File: src/rbpe_params.svh
`ifndef RBPE_PARAMS_SVH
`define RBPE_PARAMS_SVH
`define RBPE_EV_CYCLE_TICK 8'h01
`define RBPE_EV_REQ_RING 8'h07
`define RBPE_EV_ACK_RING 8'h08
`define RBPE_EV_DATA_RING 8'h09
`define RBPE_EV_SNOOP_RING 8'h0A
`define RBPE_EV_IN_NONEMPTY 8'h10
`define RBPE_EV_ACK_BOUNCE 8'h12
`define RBPE_EV_EG_NONEMPTY 8'h23
`define RBPE_EV_EG_ALLOC 8'h24
`define RBPE_EV_EG_FULL 8'h25
`define RBPE_CODE_LSB 0
`define RBPE_MASK_LSB 8
`define RBPE_CNT_W 44
`define RBPE_NUM_CNT 4
`define RBPE_SNOOP_ANY_MASK 8'h0F
`endif

File: src/rbpe_pkg.sv
package rbpe_pkg;
  typedef logic [7:0] rbpe_code_t;
  typedef logic [7:0] rbpe_mask_t;
  typedef logic [3:0] rbpe_dir_t;
  typedef logic [2:0] rbpe_queue_t;
  typedef logic [43:0] rbpe_count_t;
endpackage

File: src/rbpe_event_select.sv
`timescale 1ns/100ps
`include "rbpe_params.svh"
module rbpe_event_select #(
  parameter int CNT_IDX = 0
) (
  input wire logic mclk,
  input wire logic nrst,
  input wire rbpe_pkg::rbpe_code_t eventCode,
  input wire rbpe_pkg::rbpe_mask_t eventMask,
  input wire rbpe_pkg::rbpe_dir_t reqRingUse,
  input wire rbpe_pkg::rbpe_dir_t ackRingUse,
  input wire rbpe_pkg::rbpe_dir_t dataRingUse,
  input wire rbpe_pkg::rbpe_dir_t snoopRingUse,
  input wire rbpe_pkg::rbpe_queue_t ingressNonEmpty,
  input wire logic ackIngressBounce,
  input wire rbpe_pkg::rbpe_queue_t egressFull,
  input wire rbpe_pkg::rbpe_queue_t egressNonEmpty,
  input wire rbpe_pkg::rbpe_queue_t egressAlloc,
  output logic incr
);
  import rbpe_pkg::*;

  localparam bit ONLY0 = (CNT_IDX == 0);
  localparam bit LOW2 = (CNT_IDX <= 1);

  // Any selected subevent gives one count, never more
  function automatic logic anyHit(input logic [3:0] sel, input logic [3:0] act);
    anyHit = |(sel & act);
  endfunction

  logic incr_nxt;

  always_comb begin
    incr_nxt = 1'b0;
    case (eventCode)
      `RBPE_EV_CYCLE_TICK: incr_nxt = 1'b1;
      `RBPE_EV_REQ_RING: incr_nxt = anyHit(eventMask[3:0], reqRingUse);
      `RBPE_EV_ACK_RING: incr_nxt = anyHit(eventMask[3:0], ackRingUse);
      `RBPE_EV_DATA_RING: incr_nxt = anyHit(eventMask[3:0], dataRingUse);
      `RBPE_EV_SNOOP_RING: incr_nxt = anyHit(eventMask[3:0], snoopRingUse);
      `RBPE_EV_IN_NONEMPTY: begin
        incr_nxt = LOW2 && anyHit({1'b0, eventMask[5:3]}, {1'b0, ingressNonEmpty});
      end
      `RBPE_EV_ACK_BOUNCE: incr_nxt = ONLY0 && ackIngressBounce;
      // No direction term: egress events see whole queues only
      `RBPE_EV_EG_FULL: begin
        incr_nxt = ONLY0 && anyHit({1'b0, eventMask[2:0]}, {1'b0, egressFull});
      end
      `RBPE_EV_EG_NONEMPTY: begin
        incr_nxt = ONLY0 && anyHit({1'b0, eventMask[2:0]}, {1'b0, egressNonEmpty});
      end
      `RBPE_EV_EG_ALLOC: begin
        incr_nxt = ONLY0 && anyHit({1'b0, eventMask[2:0]}, {1'b0, egressAlloc});
      end
      default: incr_nxt = 1'b0;
    endcase
  end

  always_ff @(posedge mclk) begin
    if (!nrst) begin
      incr <= 1'b0;
    end else begin
      incr <= incr_nxt;
    end
  end

  tick_follows_a: assert property (@(posedge mclk) disable iff (!nrst)
    (eventCode == `RBPE_EV_CYCLE_TICK) |=> incr)
    else $error("cycle tick did not count");
  restricted_code_a: assert property (@(posedge mclk) disable iff (!nrst)
    (!ONLY0 && eventCode >= `RBPE_EV_EG_NONEMPTY && eventCode <= `RBPE_EV_EG_FULL) |=> !incr)
    else $error("egress event counted on wrong counter");
  unknown_code_a: assert property (@(posedge mclk) disable iff (!nrst)
    (eventCode == 8'h00) |=> !incr)
    else $error("unknown code counted");
  data_ring_a: assert property (@(posedge mclk) disable iff (!nrst)
    (eventCode == `RBPE_EV_DATA_RING) |=> (incr == $past(|(eventMask[3:0] & dataRingUse))))
    else $error("data ring use miscounted");
  ack_ring_a: assert property (@(posedge mclk) disable iff (!nrst)
    (eventCode == `RBPE_EV_ACK_RING && ackRingUse == 4'h0) |=> !incr)
    else $error("idle ack ring counted");
  req_ring_a: assert property (@(posedge mclk) disable iff (!nrst)
    (eventCode == `RBPE_EV_REQ_RING && (eventMask[0] && reqRingUse[0])) |=> incr)
    else $error("request ring use missed");
  ingress_sel_a: assert property (@(posedge mclk) disable iff (!nrst)
    (LOW2 && eventCode == `RBPE_EV_IN_NONEMPTY && eventMask[5] && ingressNonEmpty[2]) |=> incr)
    else $error("ingress nonempty missed");
  egress_full_a: assert property (@(posedge mclk) disable iff (!nrst)
    (ONLY0 && eventCode == `RBPE_EV_EG_FULL && eventMask[2:0] == 3'h2 && !egressFull[1]) |=> !incr)
    else $error("egress full wrong queue");
  bounce_a: assert property (@(posedge mclk) disable iff (!nrst)
    (ONLY0 && eventCode == `RBPE_EV_ACK_BOUNCE) |=> (incr == $past(ackIngressBounce)))
    else $error("bounce miscounted");
endmodule

File: src/rbpe_perf_events.sv
`timescale 1ns/100ps
`include "rbpe_params.svh"
module rbpe_perf_events (
  input wire logic mclk,
  input wire logic nrst,
  input wire logic [15:0] ctlWord0,
  input wire logic [15:0] ctlWord1,
  input wire logic [15:0] ctlWord2,
  input wire logic [15:0] ctlWord3,
  input wire logic [3:0] counterEnable,
  input wire logic [3:0] counterClear,
  input wire rbpe_pkg::rbpe_dir_t reqRingUse,
  input wire rbpe_pkg::rbpe_dir_t ackRingUse,
  input wire rbpe_pkg::rbpe_dir_t dataRingUse,
  input wire rbpe_pkg::rbpe_dir_t snoopRingUse,
  input wire rbpe_pkg::rbpe_queue_t ingressNonEmpty,
  input wire logic ackIngressBounce,
  input wire rbpe_pkg::rbpe_queue_t egressFull,
  input wire rbpe_pkg::rbpe_queue_t egressNonEmpty,
  input wire rbpe_pkg::rbpe_queue_t egressAlloc,
  output logic [3:0] incrOut_r,
  output rbpe_pkg::rbpe_count_t count0_r,
  output rbpe_pkg::rbpe_count_t count1_r,
  output rbpe_pkg::rbpe_count_t count2_r,
  output rbpe_pkg::rbpe_count_t count3_r
);
  import rbpe_pkg::*;

  logic [15:0] ctlWords [`RBPE_NUM_CNT];
  logic [3:0] incr;
  rbpe_count_t count_r [`RBPE_NUM_CNT];

  assign ctlWords[0] = ctlWord0;
  assign ctlWords[1] = ctlWord1;
  assign ctlWords[2] = ctlWord2;
  assign ctlWords[3] = ctlWord3;

  for (genvar i = 0; i < `RBPE_NUM_CNT; i++) begin : g_sel
    rbpe_event_select #(
      .CNT_IDX(i)
    ) u_sel (
      .mclk(mclk),
      .nrst(nrst),
      .eventCode(ctlWords[i][`RBPE_CODE_LSB +: 8]),
      .eventMask(ctlWords[i][`RBPE_MASK_LSB +: 8]),
      .reqRingUse(reqRingUse),
      .ackRingUse(ackRingUse),
      .dataRingUse(dataRingUse),
      .snoopRingUse(snoopRingUse),
      .ingressNonEmpty(ingressNonEmpty),
      .ackIngressBounce(ackIngressBounce),
      .egressFull(egressFull),
      .egressNonEmpty(egressNonEmpty),
      .egressAlloc(egressAlloc),
      .incr(incr[i])
    );

    // Clear wins over counting; plain add wraps past bit 43
    always_ff @(posedge mclk) begin
      if (!nrst) begin
        count_r[i] <= 44'h000_0000_0000;
      end else if (counterClear[i]) begin
        count_r[i] <= 44'h000_0000_0000;
      end else if (counterEnable[i] && incr[i]) begin
        count_r[i] <= count_r[i] + 44'h000_0000_0001;
      end
    end
  end

  always_ff @(posedge mclk) begin
    if (!nrst) begin
      incrOut_r <= 4'h0;
    end else begin
      incrOut_r <= incr & counterEnable;
    end
  end

  assign count0_r = count_r[0];
  assign count1_r = count_r[1];
  assign count2_r = count_r[2];
  assign count3_r = count_r[3];

  wrap_around_a: assert property (@(posedge mclk) disable iff (!nrst)
    (count_r[0] == 44'hFFF_FFFF_FFFF && counterEnable[0] && incr[0] && !counterClear[0])
    |=> (count_r[0] == 44'h000_0000_0000))
    else $error("counter did not wrap");
  count_step_a: assert property (@(posedge mclk) disable iff (!nrst)
    (!counterClear[1]) |=> (count_r[1] - $past(count_r[1]) <= 44'h000_0000_0001))
    else $error("counter stepped by more than one");
endmodule

File: config.mk
export PLATFORM = sky130hd
export DESIGN_NAME = rbpe_perf_events
export DESIGN_NICKNAME = d
export VERILOG_FILES = /design/src/rbpe_pkg.sv /design/src/rbpe_event_select.sv /design/src/rbpe_perf_events.sv
export VERILOG_INCLUDE_DIRS = /design/src
export SDC_FILE = /design/constraint.sdc
export NUM_CORES = 1
export LEC_CHECK = 0
export ABC_CLOCK_PERIOD_IN_PS = 5150
export BUFFER_PORTS_ARGS = -buffer_cell sky130_fd_sc_hd__buf_2
export CORE_ASPECT_RATIO = 0.9
export CORE_UTILIZATION = 57
export DETAILED_ROUTE_END_ITERATION = 8
export PLACE_DENSITY = 0.95
export SLEW_MARGIN = 15
export SYNTH_ARGS = -nofsm -noshare
export SYNTH_HDL_FRONTEND = slang
export SYNTH_SLANG_ARGS = --single-unit
File: constraint.sdc
create_clock -name mclk -period 5.15 [get_ports mclk]
set_input_delay 0.7725 -clock mclk [delete_from_list [all_inputs] [get_ports mclk]]
set_output_delay 0.7725 -clock mclk [all_outputs]
set_load 0.02 [all_outputs]
Yosys cells after proc, flatten, opt, wreduce, memory -nomap -nowiden
Memory sizes are Yosys's and may differ from the RTL's.
Cells that the tools add are included.
- bits in registers: 8
- RAM bits: 176
- input port bits: 103
- output and inout port bits: 180
- memories: 1
- memory list (memory ; words ; width ; read ports ; clocked after Yosys merged registers in ; wr ports ; line ; RTL):
    count_r ; 4 ; 44 ; 4 ; 0 ; 4 ; rbpe_perf_events.sv:31 ; rbpe_count_t count_r [`RBPE_NUM_CNT];
- add/sub/neg operators: 4
- eq/ne operators: 26
- multiplexer cells: 41
- bitwise gates (word level): 30
- reduce and logical (&&, ||, !) cells: 25
- operators with widths (cell ; count):
    two-way mux 44 bit ; 8
    adder 44 x 1 -> 44 bit (second input constant) ; 4
    equality test 8 x 4 -> 1 bit (second input constant) ; 12
    OR reduction 4 bit ; 21
    AND 4 bit ; 17
    equality test 8 x 1 -> 1 bit (second input constant) ; 4
    equality test 8 x 3 -> 1 bit (second input constant) ; 4
    two-way mux 1 bit ; 29
    equality test 8 x 5 -> 1 bit (second input constant) ; 3
    equality test 8 x 6 -> 1 bit (second input constant) ; 3
    AND 3 bit ; 5
    one-hot mux 1 bit (10 select lines) ; 1
    one-hot mux 1 bit (5 select lines) ; 2
    bitwise OR 1 bit ; 8
    one-hot mux 1 bit (6 select lines) ; 1
    logical AND 1 bit ; 4

Depth between registers and ports, before layout
- depth after elaboration: 6
- gate-level depth with buffers: 7

Hierarchy
From an unflattened synthesis, not the netlist that was laid out.
- cells, all modules: 1159
- area total of the unflattened synthesis: 11388.4 sq um
- modules (own cells, without submodules) (module ; instances ; cells an instance ; area an instance (sq um) ; sequential area each (sq um)):
    rbpe_perf_events ; 1 ; 1054 ; 10587.7 ; 5365.1
    rbpe_event_select (g_sel[0].u_sel) ; 1 ; 39 ; 305.3 ; 20.0
    rbpe_event_select (g_sel[2].u_sel ...) ; 2 ; 20 ; 151.4 ; 20.0
    rbpe_event_select (g_sel[1].u_sel) ; 1 ; 26 ; 192.7 ; 20.0

Worst setup path after synthesis
OpenSTA, ideal clock, no wires.
- path kind: input to register
- start point: input port nrst
- end point: memory count_r[3][0] in the netlist's numbering, enable pin
- setup time: 0.559 ns
- data arrival time: 1.944 ns
- data required time: 4.591 ns
- setup slack: 2.648 ns
- stages on the path: 3
- path buffers: 1
- path through: clkbuf_1 -> nor2b_1 -> nand2_1
- RTL lines (what ; line ; RTL):
    start: declaration ; rbpe_perf_events.sv:5 ; input wire logic nrst,
    end: declaration ; rbpe_perf_events.sv:31 ;

==> impl_metrics.env <==
export IMPL_tightest_slew_ns=1.07
export IMPL_start_kind="register"
export IMPL_avgSynthCellArea_um2=10.1
export IMPL_hold_class="register to register"
export IMPL_yosysSeqAreaShare=0.529
export IMPL_area_growth_pct=21.1
export IMPL_rsz0062_at_grt="no"
export IMPL_synthXorXnorAreaFrac=0.0885
export IMPL_layout_common_cells="buf_2 (270), edfxtp_1 (176), nor2_1 (139)"
export IMPL_ys_types=50
export IMPL_power_density_nw_per_um2=272
export IMPL_path_class="register to register"
export IMPL_synth_enable_flop_cells=176
export IMPL_worstPathRequired_ns=5.42
export IMPL_setup_viol=0
export IMPL_viasPerCell=6.34
export IMPL_fin_crit_sh=0.569
export IMPL_drv_cap=0
export IMPL_fmax_ghz=0.341
export IMPL_synth_cells=1019
export IMPL_fin_ws_ns=2.22
export IMPL_num_io_pins=283
export IMPL_hold_viol=0
export IMPL_gp_congestion=0.924
export IMPL_cts_max_path_buffers=2
export IMPL_die_h_um=129
export IMPL_p_total_mw=3.39
export IMPL_worstSetupEndpointType="register"
export IMPL_clk_pin_slew_worst_paths_ns=0.07
export IMPL_antenna_violating_nets_post_route=0
export IMPL_multi_input_area_um2=4680
export IMPL_grt_pass1_vias=8769
export IMPL_cts_tree="yes"
export IMPL_hpwlAfterDp_mm=20.1
export IMPL_grt_pass1_wl_mm=43.4
export IMPL_fp_dieW_um=144
export IMPL_final_common_cell="buf_2"
export IMPL_post_cts_buffers=0
export IMPL_syn_nets=1126
export IMPL_seq_area_um2=5450
export IMPL_drc=0
export IMPL_fin_skew_ns=0.0121
export IMPL_start_util=0.583
export IMPL_min_period_ns=2.93
export IMPL_core_area_um2=17700
export IMPL_io_buffers=270
export IMPL_routedWlPerCell_um=18.4
export IMPL_syn_area_um2=10300
export IMPL_cts_resized=0
export IMPL_rows=46
export IMPL_slew_limit_headroom=0.283
export IMPL_grt_ovfl_total=0
export IMPL_reg2reg_setup_slack_ns=2.22
export IMPL_pre_cts_ws_ns=2.04
export IMPL_critical_path_arrival_ns=3.20
export IMPL_fill_cells=1247
export IMPL_dieArea_um2=18600
export IMPL_synthAdderAreaFrac=0.00486
export IMPL_grt_max_degree=45
export IMPL_synthArstFlopShare=0
export IMPL_p_leak_nw=4.57
export IMPL_cts_sinks=184
export IMPL_yosys_mux_area_fraction=0
export IMPL_cts_made_buffers=17
export IMPL_drive_gt1_frac=0.250
export IMPL_first_iter_violations=919
export IMPL_fin_nets=1393
export IMPL_ys_seq_elements=184
export IMPL_clock_latency_ns=0.42
export IMPL_drt_pass1_iter_count=6
export IMPL_status="complete, no violations"
export IMPL_grt_antenna_before_repair=1
export IMPL_synth_compound_area_frac=0.109
export IMPL_cp_max_fo=8
export IMPL_drv_slew=0
export IMPL_ctsHoldBuffers=0
export IMPL_cts_htree_levels=4
export IMPL_tns_ns=0
export IMPL_routed_wl_mm=28.4
export IMPL_worst_ir_drop_vdd_v=0.000222
export IMPL_synthSimpleGateAreaFrac=0.250
export IMPL_grt_total_usage=0.297
export IMPL_vias=9752
export IMPL_synth_top_family_by_area="simple AND/OR/NAND/NOR gates"
export IMPL_ys_flop_type="edfxtp_1"
export IMPL_ys_warn_count=0
export IMPL_cts_root_buf="clkbuf_16"
-- registers in the layout, summed over array words and instances, names as in the netlist --
register and cells:
count_r 176, g_sel.u_sel.incr 4, incrOut_r 4
-- kinds of logic (layout without fill, tap and decap cells) --
family | count (synthesis) | in the layout
xor gates and xnor gates | 104 | 104
buffers and inverters | 49 | 328
adders and majority gates | 4 | 4
DFF | 184 | 184
and+or+nand+nor | 494 | 494
AOI/OAI and AO/OA | 184 | 184
other | 0 | 1
-- layout make-up --
| type | count | share of cell area |
|---|---|---|
| flip-flops and latches | 184 | 0.437 |
| multi-input cells | 786 | 0.375 |
| repair buffers | 276 | 0.112 |
| clock buffers | 17 | 0.0341 |
| well taps | 240 | 0.0241 |
| clock inverters | 14 | 0.0116 |
| inverters | 21 | 0.00632 |
| diodes | 1 | 0.000201 |
-- power by group --
| group | leakage (nW) | internal [mW] | switching, mW | total, mW |
|---|---|---|---|---|
| combinational | 2.26 | 0.114 | 0.204 | 0.318 |
| sequential | 2.03 | 1.70 | 0.0833 | 1.78 |
| clock | 0.277 | 0.716 | 0.575 | 1.29 |
| total | 4.57 | 2.53 | 0.863 | 3.39 |
-- routing by layer --
metal	GRT usage	vias up	wire [um]	part of all wire
met1	0.371	4583	10800	0.38
met4	0.118	0	828	0.029
li1	-	4424	-	-
met5	0	-	0	0
met3	0.0625	89	2670	0.094
met2	0.506	656	14000	0.49
-- synthesized netlist by cell type, types with 3 or more instances --
master	count	area [um2]
nand2_1	66	248
and2_1	6	37.5
edfxtp_1	176	5290
nor2b_1	8	50.1
nor3_1	14	70.1
a21oi_1	71	355
nand3_1	73	365
nand4_2	3	37.5
a22oi_1	4	30.0
inv_1	21	78.8
or4_1	12	90.1
or3_1	55	344
o31ai_1	10	75.1
nor2_1	139	522
and4_1	6	52.6
and3_1	17	106
clkbuf_1	25	93.8
nor4_1	12	75.1
xor2_1	69	604
a221oi_1	9	78.8
o21ai_0	56	280
or4b_2	4	40.0
a222oi_1	10	100
a22o_1	9	78.8
dfxtp_1	8	160
nand4_1	62	388
nor3_2	3	30.0
ha_1	4	50.1
buf_2	3	15.0
xnor2_1	35	307
-- worst max-delay path, stage by stage (launching register included) --
cell	delay (ns)
edfxtp_1	0.43
ha_1	0.21
nand3_1	0.26
nor2_1	0.57
nand4_1	0.49
or4_1	0.62
a21oi_1	0.20
-- worst paths after layout --
check,from,endpoint,depth (start not counted)
min,g_sel[0].u_sel.incr$_SDFF_PN0_,incrOut_r[0]$_SDFF_PN0_,1
min reg2reg,g_sel[0].u_sel.incr$_SDFF_PN0_,incrOut_r[0]$_SDFF_PN0_,1
max,count_r[2][0]$_SDFFCE_PN0P_,count_r[2][36]$_SDFFCE_PN0P_,6
max reg2reg,count_r[2][0]$_SDFFCE_PN0P_,count_r[2][36]$_SDFFCE_PN0P_,6
-- stage by stage --
stage	instances	cell area [um2]	hold WS, ns	utilization
CTS	1538	12500	0.532	0.705
global placement	1507	11900	0.492	0.673
global route	1539	12500	0.540	0.706
finish	1539	12500	0.530	0.706
detailed placement	1507	11900	0.524	0.673
floorplan	1019	10300	0.483	-
(Power assumes the default switching activity.)
